### config.mk
export PLATFORM = sky130hd
export DESIGN_NAME = atrig_top
export DESIGN_NICKNAME = d
export VERILOG_FILES = /design/src/atrig_pkg.sv /design/src/atrig_cfg_if.sv /design/src/atrig_sync.sv /design/src/atrig_detect.sv /design/src/atrig_top.sv
export SDC_FILE = /design/constraint.sdc
export NUM_CORES = 1
export LEC_CHECK = 0
export BUFFER_PORTS_ARGS = -buffer_cell sky130_fd_sc_hd__buf_2
export CAP_MARGIN = 30
export CORE_MARGIN = 4
export CORE_UTILIZATION = 57
export CTS_CLUSTER_SIZE = 20
export DETAILED_ROUTE_END_ITERATION = 10
export PLACE_DENSITY = 0.8
export SETUP_SLACK_MARGIN = 0.3
export SLEW_MARGIN = 20
export SYNTH_ARGS = -nofsm -noshare
export SYNTH_HDL_FRONTEND = slang
export SYNTH_HIERARCHICAL = 1
export SYNTH_SLANG_ARGS = --single-unit
### constraint.sdc
create_clock -name clk_sys -period 3.4 [get_ports clk_sys]
set_clock_uncertainty 0.2 [all_clocks]
set_input_delay 0.85 -clock clk_sys [delete_from_list [all_inputs] [get_ports clk_sys]]
set_output_delay 0.85 -clock clk_sys [all_outputs]
set_load 0.01 [all_outputs]
### src/atrig_pkg.sv
package atrig_pkg;
    localparam int SAMPLE_W = 16;
    localparam int DAC_W    = 16;
    localparam int CHAN_W   = 7;

    // register byte offsets
    localparam logic [7:0] OFS_CTRL   = 8'h00;
    localparam logic [7:0] OFS_LEVEL  = 8'h04;
    localparam logic [7:0] OFS_HYST   = 8'h08;
    localparam logic [7:0] OFS_TOP    = 8'h0c;
    localparam logic [7:0] OFS_BOTTOM = 8'h10;
    localparam logic [7:0] OFS_ROUTE  = 8'h14;
    localparam logic [7:0] OFS_STATUS = 8'h18;
    localparam logic [7:0] OFS_DAC    = 8'h1c;

    // control fields
    localparam int CTRL_EN_BIT     = 0;
    localparam int CTRL_MODE_LSB   = 1;
    localparam int CTRL_SRC_BIT    = 4;
    localparam int CTRL_TERM_BIT   = 5;
    localparam int CTRL_LEAVE_BIT  = 6;
    localparam int CTRL_CHAN_LSB   = 8;
    localparam int CTRL_GAIN_LSB   = 16;
    localparam int CTRL_ACTION_LSB = 20;

    // route fields
    localparam int ROUTE_PFT_EN_BIT = 0;
    localparam int ROUTE_PFT_LSB    = 1;
    localparam int ROUTE_SYNC_EN_BIT = 8;
    localparam int ROUTE_SYNC_LSB   = 9;

    localparam logic [31:0] CTRL_RESET  = 32'h0000_0000;
    localparam logic [31:0] ROUTE_RESET = 32'h0000_0000;
    localparam logic [15:0] LEVEL_RESET = 16'h0000;

    typedef enum logic [2:0] {
        MODE_BELOW   = 3'h0,
        MODE_ABOVE   = 3'h1,
        MODE_HYST_RISE = 3'h2,
        MODE_HYST_FALL = 3'h3,
        MODE_WINDOW  = 3'h4
    } trig_mode_t;

    // gain: left shift amount applied to channel samples
    function automatic logic signed [SAMPLE_W-1:0] scale_sample(
        input logic signed [SAMPLE_W-1:0] s,
        input logic [1:0]                 g);
        logic signed [SAMPLE_W+2:0] w;
        w = {{3{s[SAMPLE_W-1]}}, s} <<< g;
        if (w > $signed({4'h0, {(SAMPLE_W-1){1'b1}}}))
            scale_sample = {1'b0, {(SAMPLE_W-1){1'b1}}};
        else if (w < $signed({4'hf, {(SAMPLE_W-1){1'b0}}}))
            scale_sample = {1'b1, {(SAMPLE_W-1){1'b0}}};
        else
            scale_sample = w[SAMPLE_W-1:0];
    endfunction
endpackage

### src/atrig_cfg_if.sv
`timescale 1ns/10ps
`default_nettype none
interface atrig_cfg_if;
    logic                                clear;
    logic [2:0]                          mode;
    logic                                leave;
    logic signed [atrig_pkg::DAC_W-1:0]  thr_hi;
    logic signed [atrig_pkg::DAC_W-1:0]  thr_lo;
    logic signed [atrig_pkg::SAMPLE_W-1:0] sample;
    logic                                event_out;

    modport ctrl (
        output clear,
        output mode,
        output leave,
        output thr_hi,
        output thr_lo,
        output sample,
        input  event_out
    );
    modport det (
        input  clear,
        input  mode,
        input  leave,
        input  thr_hi,
        input  thr_lo,
        input  sample,
        output event_out
    );
endinterface
`default_nettype wire

### src/atrig_sync.sv
`timescale 1ns/10ps
`default_nettype none
module atrig_sync (
    input  wire logic                              clk_sys,
    input  wire logic                              rstn,
    input  wire logic signed [atrig_pkg::SAMPLE_W-1:0] d,
    output logic signed [atrig_pkg::SAMPLE_W-1:0]  q
);
    logic signed [atrig_pkg::SAMPLE_W-1:0] meta_reg;

    always_ff @(posedge clk_sys) begin
        if (!rstn) begin
            meta_reg <= '0;
            q        <= '0;
        end else begin
            meta_reg <= d;
            q        <= meta_reg;
        end
    end
endmodule
`default_nettype wire

### src/atrig_detect.sv
`timescale 1ns/10ps
`default_nettype none
module atrig_detect (
    input  wire logic clk_sys,
    input  wire logic rstn,
    atrig_cfg_if.det  cfg
);
    logic armed_reg;
    logic event_reg;
    logic prev_in_reg;
    logic prev_valid_reg;
    logic in_win;

    assign in_win = (cfg.sample < cfg.thr_hi) && (cfg.sample > cfg.thr_lo);
    assign cfg.event_out = event_reg;

    always_ff @(posedge clk_sys) begin
        if (!rstn || cfg.clear) begin
            armed_reg      <= 1'b0; // [RULE17]
            event_reg      <= 1'b0; // [RULE17]
            prev_in_reg    <= 1'b0;
            prev_valid_reg <= 1'b0;
        end else begin
            prev_in_reg    <= in_win;
            prev_valid_reg <= 1'b1;
            unique case (cfg.mode)
                3'h0: event_reg <= cfg.sample < cfg.thr_lo; // [RULE8]
                3'h1: event_reg <= cfg.sample > cfg.thr_hi; // [RULE9]
                3'h2: begin
                    if (cfg.sample < cfg.thr_lo) begin
                        armed_reg <= 1'b1;
                        event_reg <= 1'b0; // [RULE11]
                    end else if (armed_reg && cfg.sample > cfg.thr_hi) begin
                        event_reg <= 1'b1; // [RULE11]
                    end
                end
                3'h3: begin
                    if (cfg.sample > cfg.thr_hi) begin
                        armed_reg <= 1'b1;
                        event_reg <= 1'b0; // [RULE13]
                    end else if (armed_reg && cfg.sample < cfg.thr_lo) begin
                        event_reg <= 1'b1; // [RULE13]
                    end
                end
                3'h4: begin
                    if (prev_valid_reg && (prev_in_reg != in_win))
                        event_reg <= cfg.leave ? !in_win : in_win; // [RULE14]
                end
                default: event_reg <= 1'b0;
            endcase
        end
    end
endmodule
`default_nettype wire

### src/atrig_top.sv
// Functional notes
// [RULE1] source is trigger terminal or any channel
// [RULE2] muxed start trigger channel listed first
// [RULE3] muxed reference/pause trigger: one channel only
// [RULE4] hold trigger channel on amplifier while waiting
// [RULE5] per-channel amplifiers: trigger channel in scan list
// [RULE6] one event, selectable by each subsystem
// [RULE7] event routable to function terminals, sync lines
// [RULE8] below mode: event while source under level
// [RULE9] above mode: event while source over level
// [RULE10] rising hysteresis: high=level, low=level minus hysteresis
// [RULE11] rising: arm below low, assert above high
// [RULE12] falling hysteresis: low=level, high=level plus hysteresis
// [RULE13] falling: arm above high, assert below low
// [RULE14] window: trigger on entering, or leaving
// [RULE15] compare against converters, writes update them
// [RULE16] channels amplified by range, terminals not
// [RULE17] trackers start deasserted and unarmed
`timescale 1ns/10ps
`default_nettype none
module atrig_top (
    input  wire logic                                  clk_sys,
    input  wire logic                                  rstn,
    input  wire logic [31:0]                           haddr,
    input  wire logic [1:0]                            htrans,
    input  wire logic                                  hwrite,
    input  wire logic [2:0]                            hsize,
    input  wire logic [31:0]                           hwdata,
    input  wire logic                                  hsel,
    input  wire logic                                  hready,
    output logic [31:0]                                hrdata,
    output logic                                       hreadyout,
    output logic                                       hresp,
    input  wire logic signed [atrig_pkg::SAMPLE_W-1:0] analog_trigger_input_terminal0,
    input  wire logic signed [atrig_pkg::SAMPLE_W-1:0] analog_trigger_input_terminal1,
    input  wire logic signed [atrig_pkg::SAMPLE_W-1:0] amp_sample,
    input  wire logic                                  acq_waiting,
    output logic [atrig_pkg::CHAN_W-1:0]               mux_chan,
    output logic                                       mux_hold,
    output logic [1:0]                                 amp_gain,
    output logic [atrig_pkg::DAC_W-1:0]                dac_hi,
    output logic [atrig_pkg::DAC_W-1:0]                dac_lo,
    output logic                                       trig_ai,
    output logic                                       trig_ao,
    output logic                                       trig_di,
    output logic                                       trig_do,
    output logic                                       trig_ctr,
    output logic [15:0]                                programmable_function_terminal,
    output logic [15:0]                                programmable_function_terminal_oe,
    output logic [7:0]                                 sync_bus_line,
    output logic [7:0]                                 sync_bus_line_oe
);
    logic [31:0]                           ctrl_reg;
    logic [31:0]                           route_reg;
    logic signed [atrig_pkg::DAC_W-1:0]    level_reg;
    logic signed [atrig_pkg::DAC_W-1:0]    hyst_reg;
    logic signed [atrig_pkg::DAC_W-1:0]    top_reg;
    logic signed [atrig_pkg::DAC_W-1:0]    bottom_reg;
    logic signed [atrig_pkg::DAC_W-1:0]    thr_hi_reg;
    logic signed [atrig_pkg::DAC_W-1:0]    thr_lo_reg;
    logic                                  cfg_dirty_reg;
    logic                                  dph_valid_reg;
    logic                                  dph_write_reg;
    logic [7:0]                            dph_addr_reg;
    logic signed [atrig_pkg::SAMPLE_W-1:0] term0_s;
    logic signed [atrig_pkg::SAMPLE_W-1:0] term1_s;
    logic signed [atrig_pkg::SAMPLE_W-1:0] amp_s;
    logic signed [atrig_pkg::SAMPLE_W-1:0] src_next;
    logic signed [atrig_pkg::SAMPLE_W-1:0] src_reg;
    logic [2:0]                            mode;
    logic                                  enable;
    logic                                  evt;
    logic                                  evt_gated;
    logic [4:0]                            action;
    logic                                  addr_phase;

    atrig_cfg_if cfg_bus ();

    atrig_sync u_sync_t0 (
        .clk_sys (clk_sys),
        .rstn    (rstn),
        .d       (analog_trigger_input_terminal0),
        .q       (term0_s)
    );
    atrig_sync u_sync_t1 (
        .clk_sys (clk_sys),
        .rstn    (rstn),
        .d       (analog_trigger_input_terminal1),
        .q       (term1_s)
    );
    atrig_sync u_sync_amp (
        .clk_sys (clk_sys),
        .rstn    (rstn),
        .d       (amp_sample),
        .q       (amp_s)
    );

    assign enable = ctrl_reg[atrig_pkg::CTRL_EN_BIT];
    assign mode   = ctrl_reg[atrig_pkg::CTRL_MODE_LSB +: 3];
    assign action = ctrl_reg[atrig_pkg::CTRL_ACTION_LSB +: 5];

    // bus slave, zero wait states
    assign addr_phase = hsel && hready && htrans[1];
    assign hreadyout  = 1'b1;
    assign hresp      = 1'b0;

    always_ff @(posedge clk_sys) begin
        if (!rstn) begin
            dph_valid_reg <= 1'b0;
            dph_write_reg <= 1'b0;
            dph_addr_reg  <= 8'h00;
        end else begin
            dph_valid_reg <= addr_phase;
            dph_write_reg <= hwrite;
            dph_addr_reg  <= haddr[7:0];
        end
    end

    always_ff @(posedge clk_sys) begin
        if (!rstn) begin
            ctrl_reg      <= atrig_pkg::CTRL_RESET;
            route_reg     <= atrig_pkg::ROUTE_RESET;
            level_reg     <= atrig_pkg::LEVEL_RESET;
            hyst_reg      <= atrig_pkg::LEVEL_RESET;
            top_reg       <= atrig_pkg::LEVEL_RESET;
            bottom_reg    <= atrig_pkg::LEVEL_RESET;
            cfg_dirty_reg <= 1'b0;
        end else begin
            cfg_dirty_reg <= 1'b0;
            if (dph_valid_reg && dph_write_reg) begin
                cfg_dirty_reg <= 1'b1;
                unique case (dph_addr_reg)
                    atrig_pkg::OFS_CTRL:   ctrl_reg   <= hwdata;
                    atrig_pkg::OFS_LEVEL:  level_reg  <= hwdata[atrig_pkg::DAC_W-1:0];
                    atrig_pkg::OFS_HYST:   hyst_reg   <= hwdata[atrig_pkg::DAC_W-1:0];
                    atrig_pkg::OFS_TOP:    top_reg    <= hwdata[atrig_pkg::DAC_W-1:0];
                    atrig_pkg::OFS_BOTTOM: bottom_reg <= hwdata[atrig_pkg::DAC_W-1:0];
                    atrig_pkg::OFS_ROUTE:  route_reg  <= hwdata;
                    default:               cfg_dirty_reg <= 1'b0;
                endcase
            end
        end
    end

    always_comb begin
        hrdata = 32'h0000_0000;
        if (dph_valid_reg && !dph_write_reg) begin
            unique case (dph_addr_reg)
                atrig_pkg::OFS_CTRL:   hrdata = ctrl_reg;
                atrig_pkg::OFS_LEVEL:  hrdata = {16'h0000, level_reg};
                atrig_pkg::OFS_HYST:   hrdata = {16'h0000, hyst_reg};
                atrig_pkg::OFS_TOP:    hrdata = {16'h0000, top_reg};
                atrig_pkg::OFS_BOTTOM: hrdata = {16'h0000, bottom_reg};
                atrig_pkg::OFS_ROUTE:  hrdata = route_reg;
                atrig_pkg::OFS_STATUS: hrdata = {24'h00_0000, 5'h00, mux_hold, src_reg[atrig_pkg::SAMPLE_W-1], evt};
                atrig_pkg::OFS_DAC:    hrdata = {thr_hi_reg, thr_lo_reg};
                default:               hrdata = 32'h0000_0000;
            endcase
        end
    end

    // threshold converter settings follow the programmed values
    always_ff @(posedge clk_sys) begin
        if (!rstn) begin
            thr_hi_reg <= '0;
            thr_lo_reg <= '0;
        end else begin
            unique case (mode)
                atrig_pkg::MODE_HYST_RISE: begin
                    thr_hi_reg <= level_reg; // [RULE10] [RULE15]
                    thr_lo_reg <= level_reg - hyst_reg; // [RULE10]
                end
                atrig_pkg::MODE_HYST_FALL: begin
                    thr_lo_reg <= level_reg; // [RULE12] [RULE15]
                    thr_hi_reg <= level_reg + hyst_reg; // [RULE12]
                end
                atrig_pkg::MODE_WINDOW: begin
                    thr_hi_reg <= top_reg; // [RULE15]
                    thr_lo_reg <= bottom_reg;
                end
                default: begin
                    thr_hi_reg <= level_reg; // [RULE15]
                    thr_lo_reg <= level_reg;
                end
            endcase
        end
    end
    assign dac_hi = thr_hi_reg;
    assign dac_lo = thr_lo_reg;

    // source selection
    always_comb begin
        if (ctrl_reg[atrig_pkg::CTRL_SRC_BIT])
            src_next = atrig_pkg::scale_sample(amp_s, ctrl_reg[atrig_pkg::CTRL_GAIN_LSB +: 2]); // [RULE16]
        else if (ctrl_reg[atrig_pkg::CTRL_TERM_BIT])
            src_next = term1_s; // [RULE1] [RULE16]
        else
            src_next = term0_s; // [RULE1]
    end

    always_ff @(posedge clk_sys) begin
        if (!rstn)
            src_reg <= '0;
        else
            src_reg <= src_next;
    end

    // keep the trigger channel on the amplifier while waiting
    always_ff @(posedge clk_sys) begin
        if (!rstn) begin
            mux_hold <= 1'b0;
            mux_chan <= '0;
            amp_gain <= 2'h0;
        end else begin
            mux_hold <= enable && ctrl_reg[atrig_pkg::CTRL_SRC_BIT] && acq_waiting; // [RULE4]
            mux_chan <= ctrl_reg[atrig_pkg::CTRL_CHAN_LSB +: atrig_pkg::CHAN_W]; // [RULE1]
            amp_gain <= ctrl_reg[atrig_pkg::CTRL_GAIN_LSB +: 2]; // [RULE16]
        end
    end

    assign cfg_bus.clear  = !enable || cfg_dirty_reg; // [RULE17]
    assign cfg_bus.mode   = mode;
    assign cfg_bus.leave  = ctrl_reg[atrig_pkg::CTRL_LEAVE_BIT];
    assign cfg_bus.thr_hi = thr_hi_reg;
    assign cfg_bus.thr_lo = thr_lo_reg;
    assign cfg_bus.sample = src_reg;
    assign evt            = cfg_bus.event_out;

    atrig_detect u_detect (
        .clk_sys (clk_sys),
        .rstn    (rstn),
        .cfg     (cfg_bus)
    );

    assign evt_gated = evt && enable;

    // event fan-out and routing
    always_ff @(posedge clk_sys) begin
        if (!rstn) begin
            trig_ai  <= 1'b0;
            trig_ao  <= 1'b0;
            trig_di  <= 1'b0;
            trig_do  <= 1'b0;
            trig_ctr <= 1'b0;
            programmable_function_terminal    <= 16'h0000;
            programmable_function_terminal_oe <= 16'h0000;
            sync_bus_line    <= 8'h00;
            sync_bus_line_oe <= 8'h00;
        end else begin
            trig_ai  <= evt_gated && action[0]; // [RULE6]
            trig_ao  <= evt_gated && action[1]; // [RULE6]
            trig_di  <= evt_gated && action[2]; // [RULE6]
            trig_do  <= evt_gated && action[3]; // [RULE6]
            trig_ctr <= evt_gated && action[4]; // [RULE6]
            programmable_function_terminal    <= 16'h0000;
            programmable_function_terminal_oe <= 16'h0000;
            sync_bus_line    <= 8'h00;
            sync_bus_line_oe <= 8'h00;
            if (route_reg[atrig_pkg::ROUTE_PFT_EN_BIT]) begin
                programmable_function_terminal[route_reg[atrig_pkg::ROUTE_PFT_LSB +: 4]]    <= evt_gated; // [RULE7]
                programmable_function_terminal_oe[route_reg[atrig_pkg::ROUTE_PFT_LSB +: 4]] <= 1'b1;
            end
            if (route_reg[atrig_pkg::ROUTE_SYNC_EN_BIT]) begin
                sync_bus_line[route_reg[atrig_pkg::ROUTE_SYNC_LSB +: 3]]    <= evt_gated; // [RULE7]
                sync_bus_line_oe[route_reg[atrig_pkg::ROUTE_SYNC_LSB +: 3]] <= 1'b1;
            end
        end
    end
endmodule
`default_nettype wire

==> results of run 1 <==
[worst max path at each step]
stage | cells after the start | slack [ps] | from | endpoint
2_1_floorplan | 8 | 370 | dph_addr_reg[5] | hrdata[21]
3_3_place_gp | 8 | 330 | dph_addr_reg[5] | hrdata[9]
3_5_place_dp | 7 | 300 | dph_addr_reg[5] | hrdata[31]
4_1_cts | 9 | -90 | dph_addr_reg[5] | hrdata[4]
5_1_grt | 9 | -240 | dph_addr_reg[6] | hrdata[0]
6_report | 8 | -170 | dph_addr_reg[6] | hrdata[20]
[Yosys cell counts (all sizes together) (4+ instances only)]
library cell and instances:
inv 64, mux2i 10, a22oi 45, or3 9
nor3 38, buf 33, a222oi 6, o221a 8
nand4 15, mux4 14, a311oi 4, mux2 36
nand2b 14, nor2b 22, nor2 130, dfxtp 350
clkbuf 87, xnor2 13, a21boi 27, a22o 17
and2 125, and3 14, a211oi 15, nand2 314
a221oi 28, nand3 10, o21a 4, ha 63
a31oi 8, o21ai 32, o211ai 8, o22ai 17
nand3b 9, a21oi 172, a21o 9
[per-stage QoR]
stage	utilization, %	std cells	worst slack, ps	instance area, sq um
detailed placement	64.4	2347	299	17500
finish	70.8	2428	-172	19200
global placement	64.4	2347	326	17500
floorplan	-	1817	366	15900
global route	70.8	2428	-242	19200
CTS	69.4	2420	-90.2	18900
[where the power goes]
group / internal (mW) / leakage (nW) / total (mW) / switching [mW]
registers: 4.17 / 2.85 / 4.20 / 0.0335
logic: 0.221 / 4.31 / 0.507 / 0.287
clock network: 2.35 / 0.595 / 4.07 / 1.71
total: 6.74 / 7.75 / 8.78 / 2.03
[per-layer routing]
metal / track usage, % / part of all wire (%) / vias to the layer above
met5: 0 / 0 / -
met4: 16.4 / 5.6 / 0
met3: 7.18 / 11 / 179
met2: 51.8 / 45 / 932
met1: 42.1 / 39 / 6770
li1: - / - / 6713
[worst max-delay path, cell delays in order, from the launching register on]
cell and delay (ps):
dfxtp_2 330, or3_4 430, buf_4 160, or3_4 370
nor2_4 120, buf_12 160, a22oi_1 100, nor2_1 150
buf_2 160
[what timing repair did]
action,4_1_cts,5_1_grt
hold buffers,0,0
pin swaps,8,33
gates cloned,1,2
endpoints found under the setup margin,32,33
setup buffers,7,5
gates resized for setup,17,59
[logic make-up after synthesis]
family	after synthesis
simple gates	722
compound gates	419
flops	350
buf+inv	185
fa+ha+maj	65
mux	60
xor+xnor	14
other cells	2
[layout make-up]
| class | instances | area, sq um |
|---|---|---|
| Clock buffer | 47 | 1000 |
| Clock inverter | 18 | 230 |
| Fill cell | 2106 | 7940 |
| Inverter | 65 | 245 |
| Multi-Input combinational cell | 1282 | 8450 |
| Sequential cell | 350 | 7030 |
| Tap cell | 372 | 465 |
| Timing Repair Buffer | 294 | 1820 |
==> metrics, run 1 <==
main combinational cell family by area after synthesis simple AND/OR/NAND/NOR gates; Setup Viol. Count Final 32; largest net degree at the start of global routing approximately 110; clk slew on worst S/H paths roughly 60 ps; first-pass GRT wire length slightly below 80000 um; post-synthesis mux area share under 10%; area leader, netlist dfxtp_1; Area Growth Syn to Fin 20.8%; Mapped Nets 2005; drt via density between 6 and 7; GPL Wtd Cong roughly 0.99; minimum clock period approximately 3600 ps; DRC viols 0; vias in the first global route between 10000 and 15000; Adder-Cell Fraction of Synth Area roughly 5.2%; IO buf count 221; post-synthesis cell type count 81; CORE AREA approximately 27000 sq um; predominant post-synthesis flop cell dfxtp_1; layout cells sized above 1 29.3%; Worst-Skew Late Latency approximately 550 ps; Slew Viols, Final 0; worst rel slew slack just under 40%; Hold Violations, Final 0; synthesized area per cell 8.76 sq um; Post-synth EDFFs 0; RSZ-0062 raised after global routing yes; Initial Util about 60%; DRT antenna net count 0; n_diodes 0; Worst Path Arrival around 2500 ps; fraction of registers with async set/reset 0%; status finished with violations; sequential element share of the synthesized area roughly 44%; max-cap violation count 0; most frequent cells in the layout dfxtp_1 (335), nand2_1 (313), buf_2 (220), a21oi_1 (163), nor2_1 (124); DR pass1 iterations 8; TritonCTS Sinks 350; post-route setup slack -172 ps; Power Total roughly 8.8 mW; final setup TNS -3660 ps; drt initial violations ~1600; most common cell after layout, fill and taps aside dfxtp_1; Seq cells post-synth 350; worst min path class reg -> reg; R2R Path End dac_hi[10]; TritonCTS clock tree built; maximum clock path buffer count 3; H-tree Lvls 2; chip width roughly 180 um; failing checks negative setup slack; Synth area leaders dfxtp_1 (44%), nand2_1 (7.4%), a21oi_1 (5.4%); Net count, final 2218; hold_ws about 230 ps; row count 60; P_leak between 7 and 8 nW; Inserted Clock Buffers 37; clock root cell clkbuf_16; I/O pin cnt roughly 250; Compound-Gate Fraction of Synth Area ~17%; r2r startpoint hyst_reg[4]; total track usage between 30% and 40%; CP max FO 16; CP endpoint kind output port; HPWL Detailed ~37000 um; post-synthesis simple-gate area fraction 22.5%; crit path kind reg -> out; R2R setup slack roughly 320 ps; grt total ovfl 0; Syn Inst Count between 1500 and 2000; xor-xnor portion of the synthesized cell area 0.770%; die area 30700 sq um; Power Density about 460 nW/um^2; Peak Freq 280 MHz; WHS Endpoint u_sync_t0/q[14]; final period utilization 105%; WP data required roughly 2400 ps; routed wire length about 53000 um; critical path launch point type flop; DR vias 14600; Worst-Margin Slew 912 ps; top cell type's share of synthesized area roughly 44%; initial antenna violation count 0; HP Start u_sync_t0/meta_reg[14]; WL/cell 22.0 um; yosys warns 6; die extent in y approximately 180 um; synthesized cell area around 16000 sq um; WHS Path Cells 1; Reg2Reg Depth 8; maximum vdd ir drop ~0.00038 V
Note: power is estimated with default switching activity, not from simulation.
==> run 2, diff against run 1 <==
Settings changed: HOLD_SLACK_MARGIN set to 0.03, SKIP_LAST_GASP set to 1.
==> run 2 against run 1 <==
Effect of this change: worst hold slack improved by 1.7 ps; clock power about the same; sequential power is essentially flat; critical endpoint unchanged; combinational power fell by 3%; sequential cell count is the same; the run still ends with negative setup slack left; sequential share of layout area grew 0.26 points; power decreased by 0.10%; register-to-register slack better by 60 ps; final area decreased by 0.70%.
==> metrics, run 2 (synthesized netlist as in run 1, its figures left out) <==
worst rel slew slack between 30% and 40%; largest net degree at the start of global routing about 110; hold_buf cts 0; maximum vdd ir drop ~0.00038 V; Worst Path Arrival about 2500 ps; clock root cell clkbuf_16; status finished with violations; Peak Freq ~280 MHz; Initial Util between 50% and 60%; IO buf count 221; maximum clock path buffer count 3; row count 60; DR pass1 iterations 8; crit path kind reg -> out; DRC viols 0; Area Growth Syn to Fin 20.0%; vias in the first global route roughly 14000; DR vias between 10000 and 15000; minimum clock period 3590 ps; initial antenna violation count 0; TritonCTS clock tree built; met2 usage between 50 and 60%; final period utilization 105%; n_diodes 0; fillers 2117; CP max FO 16; grt total ovfl 0; WL/cell ~22 um; most common cell after layout, fill and taps aside dfxtp_1; Top Usage Layer GRT met2; post-route setup slack -186 ps; Placed Instance Area approximately 17000 sq um; drt initial violations about 1600; GPL Wtd Cong approximately 0.99; Slew Viols, Final 0; final non-filler cell area about 19000 sq um; critical path launch point type flop; RSZ-0062 raised after global routing yes; Power Density about 460 nW/um^2; WP data required around 2400 ps; I/O pin cnt around 250; total track usage roughly a third; failing checks negative setup slack; Net count, final around 2200; Inserted Clock Buffers 37; Worst-Margin Slew 1010 ps; layout cells sized above 1 around 28%; TritonCTS Sinks 350; Hold Violations, Final 0; CORE AREA around 27000 sq um; CP endpoint kind output port; P_leak roughly 7.7 nW; drt via density about 6.0; DRT antenna net count 0; worst min path class reg -> reg; clk slew on worst S/H paths around 60 ps; HPWL Detailed about 37000 um; routed wire length 52700 um; Setup Viol. Count Final 32; Worst-Skew Late Latency 550 ps; H-tree Lvls 2; Power Total 8.77 mW; met3 Track Usage GR 7.12%; max-cap violation count 0; met1 Use GR 42.2%; chip width 175 um; die area between 30000 and 40000 sq um; first-pass GRT wire length between 70000 and 80000 um; most frequent cells in the layout dfxtp_1 (335), nand2_1 (314), buf_2 (220), a21oi_1 (165), nor2_1 (125); die extent in y 175 um
[run 2: cell types whose count changed in the layout (fill, tap and decap cells not counted), sizes merged]
cell    previous run  this run
buf              292       291
clkbuf            49        48
[run 2: report_power, final]
group	leakage [nW]	total, mW	internal (mW)	switching (mW)
combinational	4.27	0.493	0.215	0.278
clock	0.595	4.07	2.35	1.72
sequential	2.85	4.20	4.17	0.0335
total	7.71	8.77	6.74	2.03
[run 2: metal layers]
layer | vias to the layer above | wire, um
li1 | 6709 | -
met5 | - | 0
met1 | 6800 | 20800
met2 | 912 | 23300
met3 | 192 | 5560
met4 | 0 | 3040
[run 2: area by class of cell]
| cell class | count | area, sq um | area share (%) |
|---|---|---|---|
| clock buffer | 47 | 1000 | 5.25 |
| multi-input combinational | 1282 | 8350 | 43.7 |
| sequential | 350 | 7030 | 36.8 |
| tap | 372 | 465 | 2.44 |
| clock inverter | 18 | 230 | 1.21 |
| inverter | 65 | 245 | 1.28 |
| timing repair buffer | 292 | 1790 | 9.35 |
[run 2: metrics by stage]
stage               TNS (ps)  utilization, %  hold WS [ps]  setup slack, ps  std cells
finish                 -3680            70.3           235             -186       2426
global route           -6320            70.3           257             -244       2426
CTS                     -975            69.4           238            -90.2       2420
detailed placement         0            64.4           226              299       2347
global placement           0            64.4           229              326       2347
floorplan                  0               -           220              366       1817
[run 2: worst paths after layout]
kind | start | slack (ps) | to | cells after the start
max | dph_addr_reg[6] | -190 | hrdata[20] | 8
min | u_sync_t0/meta_reg[14] | 230 | u_sync_t0/q[14] | 1
max reg2reg | hyst_reg[4] | 380 | dac_hi[10] | 8
min reg2reg | u_sync_t0/meta_reg[14] | 230 | u_sync_t0/q[14] | 1
[run 2: critical path, stage by stage (launching register included)]
cell and delay [ps]:
dfxtp_2 320, or3_4 430, buf_4 160, or3_4 370, nor2_4 120, buf_12 160
a22oi_1 100, nor2_1 150, buf_2 170
[run 2: what timing repair did]
item                       in CTS  in global routing
cloned                          1                  1
hold endpoints to repair        0                  0
buffers inserted                7                  4
setup endpoints to repair      32                 33
pin swaps                       8                 27
resized for setup              13                 44
==> run 3, diff against run 2 <==
Settings changed: CORE_UTILIZATION 57 to 51, GPL_ROUTABILITY_DRIVEN set to 0, PLACE_DENSITY 0.8 to 0.76, SYNTH_HIERARCHICAL 1 to unset.
Clock period 3.4 ns to 3.1 ns, I/O delays scaled along.
==> run 3 against run 2 <==
Effect of this change: the run still ends with negative setup slack left; critical path depth grew 2; die area grew 4.4%; cell count fell by 1.3%; sequential power increased by 9.5%; core utilization decreased by 5.6 points; combinational power fell by 4%; non-clock buffer count grew 13; clock-buffer cell count decreased by 1; final area fell by 2.6%; sequential cell count unchanged; worst setup slack got worse by 90 ps; clock power rose by 12%.
==> metrics, run 3 <==
IO buf count approximately 220; maximum vdd ir drop around 0.00032 V; max-cap violation count 0; DR vias 13800; top cell type's share of synthesized area ~47%; R2R setup slack roughly 280 ps; TritonCTS Sinks 350; total track usage roughly 28%; initial antenna violation count 4; clock root cell clkbuf_16; r2r startpoint cfg_bus.sample[11]; Worst-Margin Slew 843 ps; Power Total 9.63 mW; Worst Path Arrival 2400 ps; final non-filler cell area 18600 sq um; HP Start u_sync_t1.meta_reg[0]; Hold Violations, Final 0; routed wire length between 40000 and 50000 um; Area Growth Syn to Fin 24.8%; DRC viols 0; Seq cells post-synth 350; DRT antenna net count 0; grt total ovfl 0; clk slew on worst S/H paths approximately 60 ps; chip width roughly 180 um; DR pass1 iterations 8; Inserted Clock Buffers 36; final period utilization 109%; Peak Freq a little under 300 MHz; vias in the first global route ~13000; hold_buf cts 0; post-synthesis cell type count 73; worst min path class reg -> reg; row count 62; Net count, final 2168; sequential element share of the synthesized area approximately 47%; H-tree Lvls 2; Syn Inst Count roughly 1800; Placed Instance Area 16600 sq um; worst rel slew slack 43.7%; WL/cell around 20 um; predominant post-synthesis flop cell dfxtp_1; die extent in y approximately 180 um; final setup TNS -5820 ps; most frequent cells in the layout dfxtp_1 (320), nand2_1 (316), buf_2 (220), a21oi_1 (183), nor2_1 (133); Worst-Skew Late Latency around 540 ps; WHS Endpoint u_sync_t1.q[0]; area leader, netlist dfxtp_1; P_leak 7.45 nW; WP data required around 2100 ps; yosys warns 0; Power Density about 520 nW/um^2; Mapped Nets just under 2000; HPWL Detailed 32000 um; R2R Path End u_detect.cfg.event_out; WHS Path Cells 1; Synth area leaders dfxtp_1 (47%), nand2_1 (8.0%), a21oi_1 (6.4%); CORE AREA about 29000 sq um; CP max FO 4; failing checks negative setup slack; DP Worst Slack 58.8 ps; minimum clock period 3380 ps; I/O pin cnt 252; first-pass GRT wire length between 70000 and 80000 um; synthesized area per cell 8.51 sq um; Post-synth EDFFs 0; Slew Viols, Final 0; top-count cell post-synth dfxtp_1; fraction of registers with async set/reset 0%; list of most frequent post-synthesis cells dfxtp_1 (350), nand2_1 (319), a21oi_1 (191), nor2_1 (137), and2_1 (119); synthesized cell area about 15000 sq um; critical path launch point type flop; status finished with violations; die area between 30000 and 40000 sq um; post-route setup slack -276 ps; Setup Viol. Count Final 32; Initial Util roughly half; drt via density 5.78; largest net degree at the start of global routing 137; Reg2Reg Depth 9; RSZ-0062 raised after global routing yes; hold_ws around 230 ps; crit path kind reg -> out; layout cells sized above 1 between 20% and 30%; most common cell after layout, fill and taps aside dfxtp_1; maximum clock path buffer count 3; CP endpoint kind output port; TritonCTS clock tree built; drt initial violations between 1500 and 2000
## run 3: worst max path at each step
stage                    startpoint   endpoint  slack (ps)  cells past startpoint
finish              dph_addr_reg[5]  hrdata[2]        -280                     10
global route        dph_addr_reg[5]  hrdata[2]        -380                      9
floorplan           dph_addr_reg[5]  hrdata[1]         310                      9
detailed placement  dph_addr_reg[5]  hrdata[1]          60                      8
CTS                 dph_addr_reg[5]  hrdata[1]        -220                      8
global placement    dph_addr_reg[5]  hrdata[0]          70                      8
## run 3: cell families after synthesis
logic type | count (synthesis) | synth area share (%)
xor+xnor | 18 | 1.06
fa+ha+maj | 64 | 5.47
compound gates | 411 | 17.8
buf+inv | 178 | 4.58
mux | 21 | 2.09
flops | 350 | 47.0
other cells | 2 | 0.0504
simple gates | 707 | 21.9
## run 3: where the power goes
group          internal (mW)  switching (mW)
combinational          0.213           0.263
sequential              4.56          0.0350
clock                   2.71            1.85
total                   7.48            2.14
## run 3: final cells by class
type / count / area (sq um)
well taps: 384 / 480
diodes: 2 / 5.00
multi-input cells: 1223 / 7650
flip-flops and latches: 350 / 7060
inverters: 65 / 246
clock buffers: 46 / 1030
fillers: 2333 / 10200
repair buffers: 305 / 1910
clock inverters: 19 / 226
## run 3: metal layers
metal / vias to the layer above / part of all wire (%) / track usage (%)
met5: - / 0.095 / 0
met4: 6 / 4.9 / 13.0
met3: 152 / 13 / 7.70
met2: 868 / 45 / 44.4
met1: 6360 / 38 / 35.3
li1: 6447 / - / -
## run 3: repair_timing
| action | CTS | global route |
|---|---|---|
| resized for setup | 56 | 58 |
| pin swaps | 19 | 22 |
| endpoints found under the setup margin | 53 | 61 |
| cloned | 0 | 2 |
| setup buffers | 9 | 17 |
## run 3: stage by stage
stage               std cells  utilization [%]
finish                   2394             64.7
global route             2392             64.6
CTS                      2373             63.1
detailed placement       2299             57.8
global placement         2299             57.8
floorplan                1751                -
## run 3: critical path: stages (launching register included)
cell and delay [ps]:
dfxtp_2 330, nor3_4 230, nand2b_1 150, nor4_4 140, buf_4 180, buf_4 150
nand2_1 100, nor2_1 120, a31oi_1 50, a31oi_1 250, buf_2 180
